## config.mk

```make
export PLATFORM = sky130hd
export DESIGN_NAME = sync_serial_port
export DESIGN_NICKNAME = d
export VERILOG_FILES = /design/src/serial_port_pkg.sv /design/src/sync_serial_port.sv /design/src/serial_fifo.sv
export SDC_FILE = /design/constraint.sdc
export NUM_CORES = 1
export LEC_CHECK = 0
export BUFFER_PORTS_ARGS = -buffer_cell sky130_fd_sc_hd__buf_2
export CORE_ASPECT_RATIO = 1.2
export CORE_MARGIN = 8
export CORE_UTILIZATION = 45
export DETAILED_ROUTE_END_ITERATION = 6
export PLACE_DENSITY = 0.7
export REMOVE_ABC_BUFFERS = 1
export SYNTH_ARGS = -nofsm -noshare
export SYNTH_HDL_FRONTEND = slang
export SYNTH_SLANG_ARGS = --single-unit
```

## constraint.sdc

```tcl
create_clock -name clk_i -period 4.4 [get_ports clk_i]
set_input_delay 0.44 -clock clk_i [delete_from_list [all_inputs] [get_ports clk_i]]
set_output_delay 0.44 -clock clk_i [all_outputs]
set_load 0.01 [all_outputs]
```

## src/serial_port_pkg.sv

```systemverilog
// constants, register map and carrier types for the synchronous serial port
package serial_port_pkg;
	localparam int ADDR_W = 12;
	localparam int DATA_W = 16;
	localparam int FIFO_DEPTH = 8;

	localparam logic [ADDR_W-1:0] FRAME_CFG_OFFSET = 12'h000;
	localparam logic [ADDR_W-1:0] CONTROL_ONE_OFFSET = 12'h004;
	localparam logic [ADDR_W-1:0] DATA_WINDOW_OFFSET = 12'h008;
	localparam logic [ADDR_W-1:0] FIFO_STATUS_OFFSET = 12'h00C;

	// frame config fields
	localparam int SIZE_LSB = 0;
	localparam int SIZE_MSB = 3;
	localparam int FORMAT_BIT = 4;
	localparam logic [3:0] SIZE_M1_RESET = 4'h7;
	localparam logic [3:0] MIN_SIZE_M1 = 4'h3;
	localparam logic FORMAT_RESET = 1'b0;

	// control one fields
	localparam int LOOPBACK_BIT = 0;
	localparam int ENABLE_BIT = 1;
	localparam logic LOOPBACK_RESET = 1'b0;
	localparam logic ENABLE_RESET = 1'b0;

	// command format transmit length
	localparam logic [4:0] CMD_TX_BITS = 5'h08;

	typedef struct packed {
		logic busy;
		logic rx_full;
		logic rx_nonempty;
		logic tx_notfull;
		logic tx_empty;
	} fifo_status_t;

	typedef enum logic {
		LINK_IDLE,
		LINK_SHIFT
	} link_state_t;
endpackage

```

## src/sync_serial_port.sv

```systemverilog
// synchronous serial port: apb registers, fifos and slave-clocked shifter
// Functional notes
// serial operation runs only while port_enable_bit is 1; it resets to 0.
// software clears port_enable_bit before rewriting any control register.
// loopback_select 1 feeds transmit shifter output into the receive shifter.
// loopback_select 0, the reset value, receives from the external serial input.
// data window at 0x008, 16-bit data, shared for transmit and receive.
// reading the data window returns the receive head and consumes it.
// each received value is pushed at the receive write pointer; the code drops a value completed while the receive fifo is full.
// writing the data window pushes into the transmit fifo.
// transmit logic pops one value at a time into the shifter.
// loaded values shift out on serial_output_pin at the link bit rate.
// short frames take low-order transmit bits; upper bits are ignored.
// short received frames are stored right-justified.
// command format sends 8 transmit bits, ignoring the upper byte.
// command format receive width follows the programmed frame size.
// clearing port_enable_bit keeps both fifos and their pointers.
// software may preload transmit data while disabled, then enable.
// read-only status register at 0x00C shows fifo fill and busy.
// status bit 4 is 1 while a frame runs or transmit data waits.
// status tracks fifo occupancy every cycle; reset shows tx notfull and empty.
// writes into a full tx fifo, reads from empty rx, move no pointers.
`timescale 1ns/1ps
module sync_serial_port #(
	parameter int FIFO_DEPTH_P = serial_port_pkg::FIFO_DEPTH
) (
	input wire logic clk_i,
	input wire logic arst_n_i,
	input wire logic psel_i,
	input wire logic penable_i,
	input wire logic pwrite_i,
	input wire logic [serial_port_pkg::ADDR_W-1:0] paddr_i,
	input wire logic [31:0] pwdata_i,
	output logic [31:0] prdata_o,
	output logic pready_o,
	output logic pslverr_o,
	input wire logic sclk_i,
	input wire logic frame_n_i,
	input wire logic serial_input_i,
	output logic serial_output_pin_o,
	output logic serial_output_oe_n_o
);
	import serial_port_pkg::*;

	initial begin
		if (FIFO_DEPTH_P < 2)
			$error("sync_serial_port fifo depth must be at least 2");
		if ((FIFO_DEPTH_P & (FIFO_DEPTH_P - 1)) != 0)
			$error("sync_serial_port fifo depth must be a power of two");
		if (DATA_W != 16)
			$error("sync_serial_port data window must be sixteen bits wide");
		if (int'(CMD_TX_BITS) + DATA_W > 31)
			$error("sync_serial_port bit counter too narrow for command frames");
	end

	// ---------------- apb decode ----------------
	wire setup_phase = psel_i & ~penable_i;
	wire access_phase = psel_i & penable_i;
	wire hit_cfg = paddr_i == FRAME_CFG_OFFSET;
	wire hit_ctl = paddr_i == CONTROL_ONE_OFFSET;
	wire hit_data = paddr_i == DATA_WINDOW_OFFSET;
	wire hit_stat = paddr_i == FIFO_STATUS_OFFSET;
	wire mapped = hit_cfg | hit_ctl | hit_data | hit_stat;
	// status is read-only, so a write there is refused like an unmapped access
	wire bad_access = ~mapped | (hit_stat & pwrite_i);
	wire wr_cfg = access_phase & pwrite_i & hit_cfg;
	wire wr_ctl = access_phase & pwrite_i & hit_ctl;
	wire wr_data = access_phase & pwrite_i & hit_data;
	wire rd_data = access_phase & ~pwrite_i & hit_data;

	logic [3:0] size_m1_reg;
	logic cmd_format_reg;
	logic enable_reg;
	logic loopback_reg;
	logic [31:0] prdata_reg;
	logic pslverr_reg;

	// ---------------- fifos ----------------
	logic [DATA_W-1:0] tx_head;
	logic [DATA_W-1:0] rx_head;
	logic tx_full;
	logic tx_empty;
	logic rx_full;
	logic rx_empty;
	logic tx_pop;
	logic rx_push;
	logic [DATA_W-1:0] rx_word;

	// full/empty refusal lives inside the fifo
	serial_fifo #(
		.WIDTH(DATA_W),
		.DEPTH(FIFO_DEPTH_P)
	) tx_fifo (
		.clk_i(clk_i),
		.arst_n_i(arst_n_i),
		.push_i(wr_data),
		.push_data_i(pwdata_i[DATA_W-1:0]),
		.pop_i(tx_pop),
		.head_o(tx_head),
		.full_o(tx_full),
		.empty_o(tx_empty)
	);

	serial_fifo #(
		.WIDTH(DATA_W),
		.DEPTH(FIFO_DEPTH_P)
	) rx_fifo (
		.clk_i(clk_i),
		.arst_n_i(arst_n_i),
		.push_i(rx_push),
		.push_data_i(rx_word),
		.pop_i(rd_data),
		.head_o(rx_head),
		.full_o(rx_full),
		.empty_o(rx_empty)
	);

	// ---------------- link state ----------------
	link_state_t link_state_reg;
	logic [4:0] bit_cnt_reg;
	logic [DATA_W-1:0] tx_shift_reg;
	logic [DATA_W-1:0] rx_shift_reg;
	logic [2:0] sclk_sync_reg;
	logic [2:0] frame_sync_reg;
	logic [1:0] rx_sync_reg;

	fifo_status_t status;
	// busy also covers queued transmit data, so software can poll one bit before disabling
	assign status.busy = (link_state_reg == LINK_SHIFT) | ~tx_empty;
	assign status.rx_full = rx_full;
	assign status.rx_nonempty = ~rx_empty;
	assign status.tx_notfull = ~tx_full;
	assign status.tx_empty = tx_empty;

	// ---------------- register read mux ----------------
	wire [31:0] cfg_value = {27'h0000000, cmd_format_reg, size_m1_reg};
	wire [31:0] ctl_value = {30'h00000000, enable_reg, loopback_reg};
	wire [31:0] data_value = {16'h0000, rx_head};
	wire [31:0] stat_value = {27'h0000000, status};
	wire [31:0] read_value = hit_cfg ? cfg_value :
		hit_ctl ? ctl_value :
		hit_data ? data_value :
		hit_stat ? stat_value : 32'h00000000;

	assign pready_o = 1'b1;
	assign prdata_o = prdata_reg;
	assign pslverr_o = pslverr_reg;

	always_ff @(posedge clk_i or negedge arst_n_i) begin
		if (!arst_n_i) begin
			prdata_reg <= 32'h00000000;
		end else if (setup_phase) begin
			// captured in setup so the access edge pops exactly the word shown
			prdata_reg <= pwrite_i ? 32'h00000000 : read_value;
		end
	end

	always_ff @(posedge clk_i or negedge arst_n_i) begin
		if (!arst_n_i) begin
			pslverr_reg <= 1'b0;
		end else if (setup_phase) begin
			pslverr_reg <= bad_access;
		end
	end

	always_ff @(posedge clk_i or negedge arst_n_i) begin
		if (!arst_n_i) begin
			size_m1_reg <= SIZE_M1_RESET;
		end else if (wr_cfg) begin
			size_m1_reg <= pwdata_i[SIZE_MSB:SIZE_LSB];
		end
	end

	always_ff @(posedge clk_i or negedge arst_n_i) begin
		if (!arst_n_i) begin
			cmd_format_reg <= FORMAT_RESET;
		end else if (wr_cfg) begin
			cmd_format_reg <= pwdata_i[FORMAT_BIT];
		end
	end

	always_ff @(posedge clk_i or negedge arst_n_i) begin
		if (!arst_n_i) begin
			enable_reg <= ENABLE_RESET;
		end else if (wr_ctl) begin
			enable_reg <= pwdata_i[ENABLE_BIT];
		end
	end

	always_ff @(posedge clk_i or negedge arst_n_i) begin
		if (!arst_n_i) begin
			loopback_reg <= LOOPBACK_RESET;
		end else if (wr_ctl) begin
			loopback_reg <= pwdata_i[LOOPBACK_BIT];
		end
	end

	// ---------------- pin synchronisers ----------------
	// two stages settle each pin; the third stage of sclk and frame only finds edges
	always_ff @(posedge clk_i or negedge arst_n_i) begin
		if (!arst_n_i) begin
			sclk_sync_reg <= 3'h0;
		end else begin
			sclk_sync_reg <= {sclk_sync_reg[1:0], sclk_i};
		end
	end

	// reset to the idle-high level so release never looks like a frame start
	always_ff @(posedge clk_i or negedge arst_n_i) begin
		if (!arst_n_i) begin
			frame_sync_reg <= 3'h7;
		end else begin
			frame_sync_reg <= {frame_sync_reg[1:0], frame_n_i};
		end
	end

	always_ff @(posedge clk_i or negedge arst_n_i) begin
		if (!arst_n_i) begin
			rx_sync_reg <= 2'h0;
		end else begin
			rx_sync_reg <= {rx_sync_reg[0], serial_input_i};
		end
	end

	wire sclk_rise = sclk_sync_reg[1] & ~sclk_sync_reg[2];
	wire sclk_fall = ~sclk_sync_reg[1] & sclk_sync_reg[2];
	wire frame_held = ~frame_sync_reg[1];
	wire frame_start = ~frame_sync_reg[1] & frame_sync_reg[2];
	wire rx_bit = loopback_reg ? tx_shift_reg[DATA_W-1] : rx_sync_reg[1];

	// ---------------- frame geometry ----------------
	// sizes below four bits are not served; they are raised to four
	wire [3:0] eff_size_m1 = (size_m1_reg < MIN_SIZE_M1) ? MIN_SIZE_M1 : size_m1_reg;
	wire [4:0] word_len = {1'b0, eff_size_m1} + 5'h01;
	wire [4:0] tx_len = cmd_format_reg ? CMD_TX_BITS : word_len;
	wire [4:0] last_bit = cmd_format_reg ? (CMD_TX_BITS + {1'b0, eff_size_m1}) :
		{1'b0, eff_size_m1};
	wire [4:0] tx_align = 5'h10 - tx_len;
	wire [DATA_W-1:0] tx_aligned = tx_head << tx_align;
	wire [4:0] rx_trim = 5'h0F - {1'b0, eff_size_m1};
	wire [DATA_W-1:0] rx_mask = 16'hFFFF >> rx_trim;
	wire rx_phase = ~cmd_format_reg | (bit_cnt_reg >= CMD_TX_BITS);
	wire shifting = link_state_reg == LINK_SHIFT;

	wire word_done = shifting & sclk_rise & (bit_cnt_reg == last_bit);
	// next word loads on the fall after the last rise: the last bit stands its whole
	// high phase, and no fall can shift away the new word's first bit
	wire word_next = shifting & sclk_fall & (bit_cnt_reg == 5'h00);
	wire load_word = enable_reg & frame_held &
		(frame_start & ~shifting | word_next);
	assign tx_pop = load_word & ~tx_empty;
	assign rx_word = {rx_shift_reg[DATA_W-2:0], rx_bit} & rx_mask;
	assign rx_push = word_done & enable_reg;

	assign serial_output_pin_o = tx_shift_reg[DATA_W-1];
	assign serial_output_oe_n_o = ~shifting;

	// ---------------- shifter ----------------
	// disabling only stops the shifter; fifos are untouched
	always_ff @(posedge clk_i or negedge arst_n_i) begin
		if (!arst_n_i) begin
			link_state_reg <= LINK_IDLE;
			bit_cnt_reg <= 5'h00;
			tx_shift_reg <= 16'h0000;
			rx_shift_reg <= 16'h0000;
		end else begin
			case (link_state_reg)
				LINK_IDLE: begin
					bit_cnt_reg <= 5'h00;
					rx_shift_reg <= 16'h0000;
					if (load_word) begin
						link_state_reg <= LINK_SHIFT;
						// underrun sends zeros rather than stale data
						tx_shift_reg <= tx_empty ? 16'h0000 : tx_aligned;
					end else begin
						tx_shift_reg <= 16'h0000;
					end
				end
				LINK_SHIFT: begin
					if (!enable_reg || !frame_held) begin
						link_state_reg <= LINK_IDLE;
						tx_shift_reg <= 16'h0000;
					end else if (word_done) begin
						// a full receive queue refuses the push; that word is lost
						bit_cnt_reg <= 5'h00;
						rx_shift_reg <= 16'h0000;
					end else if (load_word) begin
						tx_shift_reg <= tx_empty ? 16'h0000 : tx_aligned;
					end else if (sclk_rise) begin
						bit_cnt_reg <= bit_cnt_reg + 5'h01;
						if (rx_phase)
							rx_shift_reg <= {rx_shift_reg[DATA_W-2:0], rx_bit};
					end else if (sclk_fall) begin
						tx_shift_reg <= {tx_shift_reg[DATA_W-2:0], 1'b0};
					end
				end
				default: begin
					link_state_reg <= LINK_IDLE;
				end
			endcase
		end
	end
endmodule

```

## src/serial_fifo.sv

```systemverilog
// synchronous fifo with push/pop refusal at full/empty
`timescale 1ns/1ps
module serial_fifo #(
	parameter int WIDTH = 16,
	parameter int DEPTH = 8
) (
	input wire logic clk_i,
	input wire logic arst_n_i,
	input wire logic push_i,
	input wire logic [WIDTH-1:0] push_data_i,
	input wire logic pop_i,
	output logic [WIDTH-1:0] head_o,
	output logic full_o,
	output logic empty_o
);
	localparam int PTR_W = (DEPTH > 1) ? $clog2(DEPTH) : 1;
	localparam int CNT_W = PTR_W + 1;
	localparam logic [CNT_W-1:0] DEPTH_CNT = CNT_W'(DEPTH);

	initial begin
		if (DEPTH < 2 || (DEPTH & (DEPTH - 1)) != 0)
			$error("serial_fifo depth must be a power of two, at least 2");
		if (WIDTH < 1)
			$error("serial_fifo width must be positive");
	end

	logic [WIDTH-1:0] mem [DEPTH];
	logic [PTR_W-1:0] wptr_reg;
	logic [PTR_W-1:0] rptr_reg;
	logic [CNT_W-1:0] count_reg;

	wire push_ok = push_i & ~full_o;
	wire pop_ok = pop_i & ~empty_o;

	assign full_o = count_reg == DEPTH_CNT;
	assign empty_o = count_reg == '0;
	assign head_o = mem[rptr_reg];

	always_ff @(posedge clk_i) begin
		if (push_ok)
			mem[wptr_reg] <= push_data_i;
	end

	always_ff @(posedge clk_i or negedge arst_n_i) begin
		if (!arst_n_i) begin
			wptr_reg <= '0;
			rptr_reg <= '0;
			count_reg <= '0;
		end else begin
			if (push_ok)
				wptr_reg <= wptr_reg + 1'b1;
			if (pop_ok)
				rptr_reg <= rptr_reg + 1'b1;
			if (push_ok && !pop_ok)
				count_reg <= count_reg + 1'b1;
			else if (pop_ok && !push_ok)
				count_reg <= count_reg - 1'b1;
		end
	end
endmodule

```

# After elaboration in Yosys (flattened, before gate mapping)
# Memories as Yosys holds them, arrays and structs flattened.
# Index checks and enable logic that the tools add are counted.
classes:
  reduce_logical: 19
  eq_ne: 13
  add_sub_neg: 13
  n_mux: 39
  n_lt_le_gt_ge: 2
  n_shift: 2
  bitwise_logic: 45
op_table:
  columns: ["operator", "n"]
  rows:
  - ["2-to-1 mux 16 bit", 11]
  - ["2-to-1 mux 15 bit", 5]
  - ["2-to-1 mux 5 bit", 7]
  - ["case mux 16 bit (2 select lines)", 1]
  - ["case mux 15 bit (2 select lines)", 1]
  - ["bitwise AND 1 bit", 25]
  - ["== test 12 x 4 -> 1 bit, second input constant", 2]
  - ["2-to-1 mux 4 bit", 5]
  - ["bitwise AND 16 bit", 1]
  - ["<< shifter 16 x 5 -> 16 bit", 1]
  - [">> shifter 16 x 5 -> 16 bit, first input constant", 1]
  - ["adder 3 x 1 -> 3 bit, second input constant", 4]
  - ["== test 12 x 3 -> 1 bit, second input constant", 1]
  - ["zero test 12 bit", 1]
  - ["NOT 1 bit", 12]
  - ["case mux 5 bit (2 select lines)", 1]
  - ["adder 4 x 1 -> 4 bit, second input constant", 2]
  - ["== test 4 bit, second input constant", 2]
  - ["zero test 4 bit", 2]
  - ["subtractor 4 x 1 -> 4 bit, second input constant", 2]
  - ["2-to-1 mux 1 bit", 7]
  - ["OR 1 bit", 7]
  - ["!= test 3 x 1 -> 1 bit, second input constant", 2]
  - ["AND reduction 3 bit", 2]
  - ["other kinds (20)", 28]
totals:
  ramBits: 256
  word_cells: 154
  regBits: 105
  n_memories: 2
mem_list:
  columns: ["name", "words", "word_bits", "read_ports", "rd_clocked_by_memory_dff", "write_ports", "line_no", "rtl"]
  rows:
  - ["rx_fifo.mem", 8, 16, 1, 0, 1, "serial_fifo.sv:27", "logic [WIDTH-1:0] mem [DEPTH];"]
  - ["tx_fifo.mem", 8, 16, 1, 0, 1, "serial_fifo.sv:27", null]

# Longest topological paths before layout
# Gate-level depths: netlist of the first run.
logic_depth:
  ltp_word: 12
  mapped_depth: 16

# Modules after synthesis
# Synthesis of the first run repeated with hierarchy kept, for this count alone.
hier_totals:
  hier_cells: 946
  hier_area_um2: 15417.3
modules_own_cells:
  columns: ["module", "area_each_um2", "cells_per_inst", "instances", "seq_area_each_um2"]
  rows:
  - ["serial_fifo", 5562.8, 250, 2, 4093.9]
  - ["sync_serial_port", 4291.6, 446, 1, 1734.2]

# Worst setup path after synthesis of the first run
# Ideal clock, no wire load.
synth_path:
  path_kind: "input to register"
  from: "input port paddr_i[7] (netlist name)"
  to: "memory tx_fifo.mem[0][0], enable pin"
  arrival_time_ns: 3.001
  t_required_ns: 3.991
  stages: 6
  setup_ns: 0.409
  path_buffers: 0
  slack_ns: 0.990
  cell_sequence: "nor4_1 > nand3_1 > or3_1 > nor3_2 > nand2b_1 > nor3_1"
synth_between:
  elab_chain_cells: 5
synth_rtl:
  columns: ["element", "line_no", "rtl"]
  rows:
  - ["start, declared", "sync_serial_port.sv:32", "input wire logic [serial_port_pkg::ADDR_W-1:0] paddr_i,"]
  - ["== test 12 x 4 -> 1 bit", "sync_serial_port.sv:61", "wire hit_data = paddr_i == DATA_WINDOW_OFFSET;"]
  - ["bitwise AND 1 bit", "sync_serial_port.sv:68", "wire wr_data = access_phase & pwrite_i & hit_data;"]
  - ["bitwise AND 1 bit", "serial_fifo.sv:32", "wire push_ok = push_i & ~full_o;"]
  - ["named net tx_fifo.push_ok", "serial_fifo.sv:32", null]
  - ["2-to-1 mux 1 bit", "serial_fifo.sv:40", "if (push_ok)"]
  - ["2-to-1 mux 1 bit (not written as such)", "serial_fifo.sv:41", "mem[wptr_reg] <= push_data_i;"]
  - ["end, declared", "serial_fifo.sv:27", null]
# The timed path passes the listed nets, and every way through them passes these cells.

# Final worst setup path of the first run
layout_path:
  from: "register size_m1_reg[2]"
  to: "register tx_shift_reg[12]"
layout_between:
  elab_chain_cells: 11
  word_cells_on_any_way: 18
  classes_between: "3 x add/sub; 1 x order compare; 2 x eq/ne; 1 x shift; 9 x mux; 1 x bitwise; 1 x reduce/logical"
layout_rtl:
  columns: ["element", "line_no", "rtl"]
  rows:
  - ["start, declared", "sync_serial_port.sv:71", "logic [3:0] size_m1_reg;"]
  - ["start signal, assigned", "sync_serial_port.sv:170", "size_m1_reg <= pwdata_i[SIZE_MSB:SIZE_LSB];"]
  - ["< comparator 4 x 2 -> 1 bit", "sync_serial_port.sv:233", "wire [3:0] eff_size_m1 = (size_m1_reg < MIN_SIZE_M1) ? MIN_SIZE_M1 : size_m1_reg;"]
  - ["2-to-1 mux 4 bit *", "sync_serial_port.sv:233", null]
  - ["adder 4 x 1 -> 5 bit", "sync_serial_port.sv:234", "wire [4:0] word_len = {1'b0, eff_size_m1} + 5'h01;"]
  - ["2-to-1 mux 5 bit", "sync_serial_port.sv:235", "wire [4:0] tx_len = cmd_format_reg ? CMD_TX_BITS : word_len;"]
  - ["subtractor 5 bit", "sync_serial_port.sv:238", "wire [4:0] tx_align = 5'h10 - tx_len;"]
  - ["<< shifter 16 x 5 -> 16 bit", "sync_serial_port.sv:239", "wire [DATA_W-1:0] tx_aligned = tx_head << tx_align;"]
  - ["2-to-1 mux 16 bit", "sync_serial_port.sv:274, sync_serial_port.sv:288", null]
  - ["2-to-1 mux 16 bit", "sync_serial_port.sv:287", "end else if (load_word) begin"]
  - ["2-to-1 mux 16 bit", "sync_serial_port.sv:283", "end else if (word_done) begin"]
  - ["2-to-1 mux 16 bit", "sync_serial_port.sv:280", "if (!enable_reg || !frame_held) begin"]
  - ["case mux 16 bit (2 select lines)", "sync_serial_port.sv:267", "case (link_state_reg)"]
  - ["end signal, assigned", "sync_serial_port.sv:274", "tx_shift_reg <= tx_empty ? 16'h0000 : tx_aligned;"]
  - ["end signal, assigned", "sync_serial_port.sv:288", "tx_shift_reg <= tx_empty ? 16'h0000 : tx_aligned;"]
  - ["end signal, assigned", "sync_serial_port.sv:294", "tx_shift_reg <= {tx_shift_reg[DATA_W-2:0], 1'b0};"]
  - ["end, declared", "sync_serial_port.sv:121", "logic [DATA_W-1:0] tx_shift_reg;"]
# Mark *: on every way between the ends. The rest lies on a longest branch, timed or not. The select of a mux whose other input is x is not followed.
# A chain may end at the register's enable or synchronous reset.

==> results of run 1 <==
per-layer routing:
layer  global-route usage (%)  vias to the layer above  part of all wire [%]
li1                         -                     3889                     -
met1                    19.35                     4290                    42
met2                    26.36                      232                    50
met3                    2.833                       60                   5.2
met4                    5.375                        0                   2.8
met5                        0                        -                     0
where the power goes:
part / total (mW) / leakage (nW) / switching, mW / internal (mW)
Clock: 2.86 / 0.537 / 1.20 / 1.66
Sequential: 3.49 / 3.33 / 0.00301 / 3.49
Combinational: 0.0846 / 2.07 / 0.0625 / 0.0221
worst register-to-register path, cell delays in order, from the launching register on:
cell and delay, ns:
dfstp_2 0.76, nor2_1 0.13, nor2_1 0.17, inv_2 0.10
ha_1 0.24, inv_1 0.09, ha_1 0.29, o211a_1 0.24
o211a_1 0.23, a311oi_2 0.26, buf_4 0.22, and3_1 0.38
o21ai_0 0.20, a31oi_1 0.19
how the worst min path moves through the flow:
| stage | startpoint | endpoint | depth (start not counted) |
|---|---|---|---|
| 2_1_floorplan | arst_n_i | bit_cnt_reg[0] | 0 |
| 3_3_place_gp | sclk_sync_reg[0] | sclk_sync_reg[1] | 0 |
| 3_5_place_dp | sclk_sync_reg[0] | sclk_sync_reg[1] | 0 |
| 4_1_cts | sclk_i | sclk_sync_reg[0] | 1 |
| 5_1_grt | sclk_i | sclk_sync_reg[0] | 1 |
| 6_report | arst_n_i | rx_fifo.count_reg[1] | 1 |
placed cells by master (no fill, tap or decap), drive strengths merged, types with 5 or more instances in the layout:
master	instances
buf	88
xnor2	13
mux2i	41
a211oi	9
a32oi	5
a31oi	7
inv	18
dfrtp	83
o31ai	5
mux4	59
a221oi	6
clkbuf	45
nand3	21
nor3	14
or2	6
xor2	8
nor2	50
o21ai	40
mux2	17
dfstp	6
a21oi	22
edfxtp	256
a22oi	12
conb	17
clkinv	14
nor2b	10
nor4	7
nand2	91
nand2b	13
and2	12
ha	18
cell families (layout without fill, tap and decap cells):
logic type / Yosys count / count (layout) / synth area share, %
AOI/OAI and AO/OA: 147 / 147 / 6.700
xor gates and xnor gates: 21 / 21 / 1.213
buffers and inverters: 84 / 170 / 3.928
adders and majority gates: 20 / 20 / 1.749
and+or+nand+nor: 244 / 244 / 7.872
muxes: 117 / 117 / 13.05
DFF: 345 / 345 / 65.43
other: 2 / 17 / 0.04953
through the flow:
stage	std cells	total power, mW	hold WS (ns)	setup slack, ns	area (µm²)
after floorplan	929	3.581	0.1444	0.9901	14690
after global placement	1467	3.638	0.3367	0.8097	15810
after detailed placement	1467	3.641	0.3418	0.7879	15810
after CTS	1531	6.503	0.004081	0.7928	16930
after global routing	1531	6.641	0.003929	0.5985	16930
final	1531	6.438	-0.002430	0.8176	16930
area by class of cell:
type / count / share of cell area (%)
Clock inverter: 18 / 0.9167
Multi-Input combinational cell: 566 / 27.90
Sequential cell: 345 / 58.64
Tap cell: 450 / 3.327
Clock buffer: 45 / 5.641
Timing Repair Buffer: 89 / 3.179
Inverter: 18 / 0.3992
repair_timing:
item                      in CTS  in global routing
setup buffers                  0                  0
resized for setup              0                  0
hold buffers                   1                  0
hold endpoints to repair       1                  0
==> results.yml, run 1 <==
worst_hold_path:
  hp-class: "in2async"
worst_setup_path:
  path_cells: "nor2_1 > nor2_1 > inv_2 > ha_1 > inv_1 > ha_1 > o211a_1 > o211a_1 > a311oi_2 > buf_4 > and3_1 > o21ai_0 > a31oi_1"
  path_buf_inv: 3
  r2r-start: "size_m1_reg[2]"
  path_depth: 13
  setup.worst_path.start_class: "flip-flop"
  end_kind: "flip-flop"
  r2r_slack_ns: 0.82
  slowest_delay_ns: 0.76
  cp.required_ns: 4.84
  r2r_cells: 13
  r2r-end: "tx_shift_reg[12]"
  arrival_ns: 4.03
  crit_type: "reg2reg"
  cp_top_family: "compound AO/OA/AOI/OAI gates"
  crit_path_end: "tx_shift_reg[12]"
  cp_slowest_cell: "dfstp_2"
  crit_start: "size_m1_reg[2]"
  path_max_fanout: 17
clock_network:
  cts.sinks: 345
  clockBufferDepth: 3
  clock_latency_ns: 0.52
  clockRootBuffer: "clkbuf_16"
  path_clk_slew_ns: 0.06
  cts_buffers: 36
  htreeDepth: 2
  cts_tree: "done"
grt:
  grt_util_all_layers_pct: 15.39
  gr-total-overflow: 0
  grt_pass1_wl_mm: 48.38
  grt_pass1_vias: 8748
  grt_max_degree: 58
  antenna_found_initial: 0
sta:
  rsz0062_at_grt: "no"
  setup_viol: 0
  layout_min_cycle_time_ns: 3.582
  drv_slew: 0
  clock.fmax_mhz: 279.1
  fin_crit_sh_pct: 81.42
  finalHoldViolations: 1
  holdWs_ns: -0.002430
  fin_setup_tns_ns: 0
  slew_headroom_pct: 29.21
  tightest_slew_ns: 1.062
  fin_skew_ns: 0.01144
synth:
  ys_async_sr_fraction_pct: 25.80
  seq_area_frac_synth_pct: 65.43
  synth_area_leaders: "edfxtp_1, dfrtp_1, mux4_2"
  yosysWarnings: 0
  synth_most_common_cell: "edfxtp_1"
  syn-instance-count: 980
  syn_area_um2: 15160
  yosys_register_bits: 345
  synth_common_cells: "edfxtp_1, nand2_1, dfrtp_1"
  synth_area_leader_cell: "edfxtp_1"
  syn_area_per_cell_um2: 15.47
  synth_top_cell_area_share_pct: 50.70
  synth_top_flop_cell: "edfxtp_1"
  ys_types: 83
  synth_edf_count: 256
floorplanning:
  die_h_um: 217.1
  num_rows: 73
  die_area_um2: 39850
  core_um2: 33160
  ios: 88
  fp.dieW_um: 183.6
  initial_core_util_pct: 45.73
final_layout:
  fin_nets: 1128
  antenna_cells: 0
  drive_gt1_share_pct: 21.74
  multi_input_area_um2: 4722
  seq_area_um2: 9925
  finish.utilization_pct: 51.05
  areaGrowthSynthToFinish_pct: 11.62
  reg.largest.list: "rx_fifo.mem: 128 flops, tx_fifo.mem: 128 flops"
  n_fill_cell: 2770
placement:
  dp_hpwl_mm: 19.55
  io_buffers: 54
  gp_congestion: 0.8510
pwr:
  ir_drop_v: 0.0003267
  powerDensity_nw_per_um2: 380.4
  power.leakage_nw: 5.939
drt:
  ant_nets: 0
  num_vias: 8471
  drt_pass1_iterations: 5
  avgRoutedWirePerCell_um: 19.84
  wirelength_mm: 30.38
  drc_errors: 0
  viasPerCell: 5.533
  drtIter0Drc: 531
run_status:
  violations: "hold timing"
  status: "complete, but fails checks"
job:
  drv_cap: 0
Power figures use the tool's default switching activity.
==> run 2: changes to the inputs <==
- PLACE_DENSITY: 0.7 -> 0.72
- clock period: 4.4 -> 3.1 ns (I/O delays scaled with it)
==> results.yml, run 2 (synthesis gave the netlist of run 1 again) <==
clock_network:
  cts_tree: "done"
  htreeDepth: 2
  clockBufferDepth: 3
  clock_latency_ns: 0.54
  path_clk_slew_ns: 0.06
  clockRootBuffer: "clkbuf_16"
  cts.sinks: 345
  cts_buffers: 36
final_layout:
  drive_gt1_share_pct: 25.42
  fin_nets: 1165
  n_fill_cell: 2653
  final_common_cell: "edfxtp_1"
  multi_input_area_um2: 4785
  antenna_cells: 0
  reg.largest.list: "rx_fifo.mem: 128 flops, tx_fifo.mem: 128 flops"
  postLayoutCellArea_um2: 17460
  layout_common_cells: "edfxtp_1, nand2_1, dfrtp_1"
  areaGrowthSynthToFinish_pct: 15.17
  finish.utilization_pct: 52.67
  seq_area_um2: 9926
  final_cells: 1571
grt:
  grt_pass1_wl_mm: 48.93
  gr-total-overflow: 0
  grt_util_all_layers_pct: 15.53
  antenna_found_initial: 0
  grt_max_degree: 45
  grt_pass1_vias: 8664
worst_setup_path:
  setup.worst_path.start_class: "flip-flop"
  r2r_cells: 12
  path_max_fanout: 6
  arrival_ns: 3.39
  cp.required_ns: 3.51
  r2r_slack_ns: 0.12
  r2r-start: "size_m1_reg[2]"
  crit_type: "reg2reg"
  crit_start: "size_m1_reg[2]"
  r2r-end: "tx_shift_reg[10]"
  crit_path_end: "tx_shift_reg[10]"
  end_kind: "flip-flop"
drt:
  viasPerCell: 5.583
  wirelength_mm: 31.06
  wl_met1_mm: 12.92
  ant_nets: 0
  wl_met2_mm: 15.37
  num_vias: 8771
  highest-signal-layer: "met4"
  drtIter0Drc: 807
  drt_pass1_iterations: 5
  avgRoutedWirePerCell_um: 19.77
  wl_met3_mm: 1.887
  drc_errors: 0
sta:
  slew_headroom_pct: 40.36
  setup_viol: 0
  holdWs_ns: 0.04518
  setup_slack_ns: 0.1166
  fin_setup_tns_ns: 0
  layout_min_cycle_time_ns: 2.983
  fin_crit_sh_pct: 96.24
  finalHoldViolations: 0
  clock.fmax_mhz: 335.2
  drv_slew: 0
  fin_skew_ns: 0.02895
  tightest_slew_ns: 0.8867
placement:
  gp_congestion: 0.8716
  dp_hpwl_mm: 20.39
  dpl-instance-area_um2: 16090
  io_buffers: 54
  dp_slack_ns: -0.05391
  dp_cells: 1500
pwr:
  power.share.clock_pct: 47.0
  intPower_mw: 7.744
  power.leakage_nw: 6.254
  seqPwrFrac_pct: 51.6
  switching_share_pct: 19.33
  ir_drop_v: 0.0005146
  powerDensity_nw_per_um2: 549.7
  power_mw: 9.600
  power_switching_mw: 1.856
  power_frac_comb_pct: 1.4
floorplanning:
  initial_core_util_pct: 45.73
  ios: 88
  core_um2: 33160
  die_area_um2: 39850
  fp.dieW_um: 183.6
  die_h_um: 217.1
  num_rows: 73
job:
  drv_cap: 0
run_status:
  status: "finished, final reports clean"
worst_hold_path:
  hp-class: "in2reg"
run 2: cell count changes in the layout (fill, tap and decap cells not counted), sizes merged:
cell,change
clkbuf,+6
dlygate4sd3,+3
buf,+33
and3,+1
bufinv,+3
inv,-1
clkinv,-4
clkinvlp,-1
run 2: critical path, cell delays in order (launching register included):
cell and delay, ns:
dfstp_2 0.56, nor2_2 0.07, nor2_2 0.11, inv_2 0.05, ha_1 0.21, inv_1 0.13, ha_4 0.23, o211a_1 0.23
o211a_1 0.26, a311oi_4 0.39, nor3_2 0.12, a221o_1 0.34, o22a_1 0.17
run 2: how the worst min path moves through the flow:
| stage | cells after the start | to | startpoint | slack (ns) |
|---|---|---|---|---|
| finish | 1 | tx_fifo.mem[5][8] | pwdata_i[8] | 0.05 |
| global route | 1 | tx_fifo.mem[3][10] | pwdata_i[10] | 0.04 |
| CTS | 1 | tx_fifo.mem[1][8] | pwdata_i[8] | 0.02 |
| detailed placement | 0 | rx_sync_reg[1] | rx_sync_reg[0] | 0.34 |
| global placement | 0 | rx_sync_reg[1] | rx_sync_reg[0] | 0.33 |
| floorplan | 0 | bit_cnt_reg[0] | arst_n_i | 0.01 |
run 2: layer usage:
metal  vias to the layer above  global-route usage [%]
li1                       3970                       -
met1                      4446                   20.10
met2                       295                   25.95
met3                        60                   2.867
met4                         0                   5.429
met5                         -                       0
run 2: final cells by class:
cell class | count | share of cell area, %
inverters | 18 | 0.3869
repair buffers | 125 | 4.886
clock inverters | 15 | 1.376
multi-input cells | 567 | 27.40
clock buffers | 51 | 5.890
well taps | 450 | 3.224
flip-flops and latches | 345 | 56.84
run 2: power groups by stage:
| stage | clock network [mW] | registers, mW | logic (mW) |
|---|---|---|---|
| finish | 4.52 | 4.95 | 0.131 |
| global route | 4.76 | 4.95 | 0.146 |
| CTS | 4.60 | 4.95 | 0.132 |
| detailed placement | 0 | 5.05 | 0.127 |
| global placement | 0 | 5.05 | 0.123 |
| floorplan | 0 | 5.05 | 0.0327 |
run 2: repair_timing:
item                                    in CTS  in global routing
resized for setup                            4                  9
pin swaps                                    0                  5
setup buffers                                0                  0
endpoints found under the setup margin      10                 14
hold buffers                                 4                  0
endpoints found under the hold margin       43                  0
gates cloned                                 0                  1
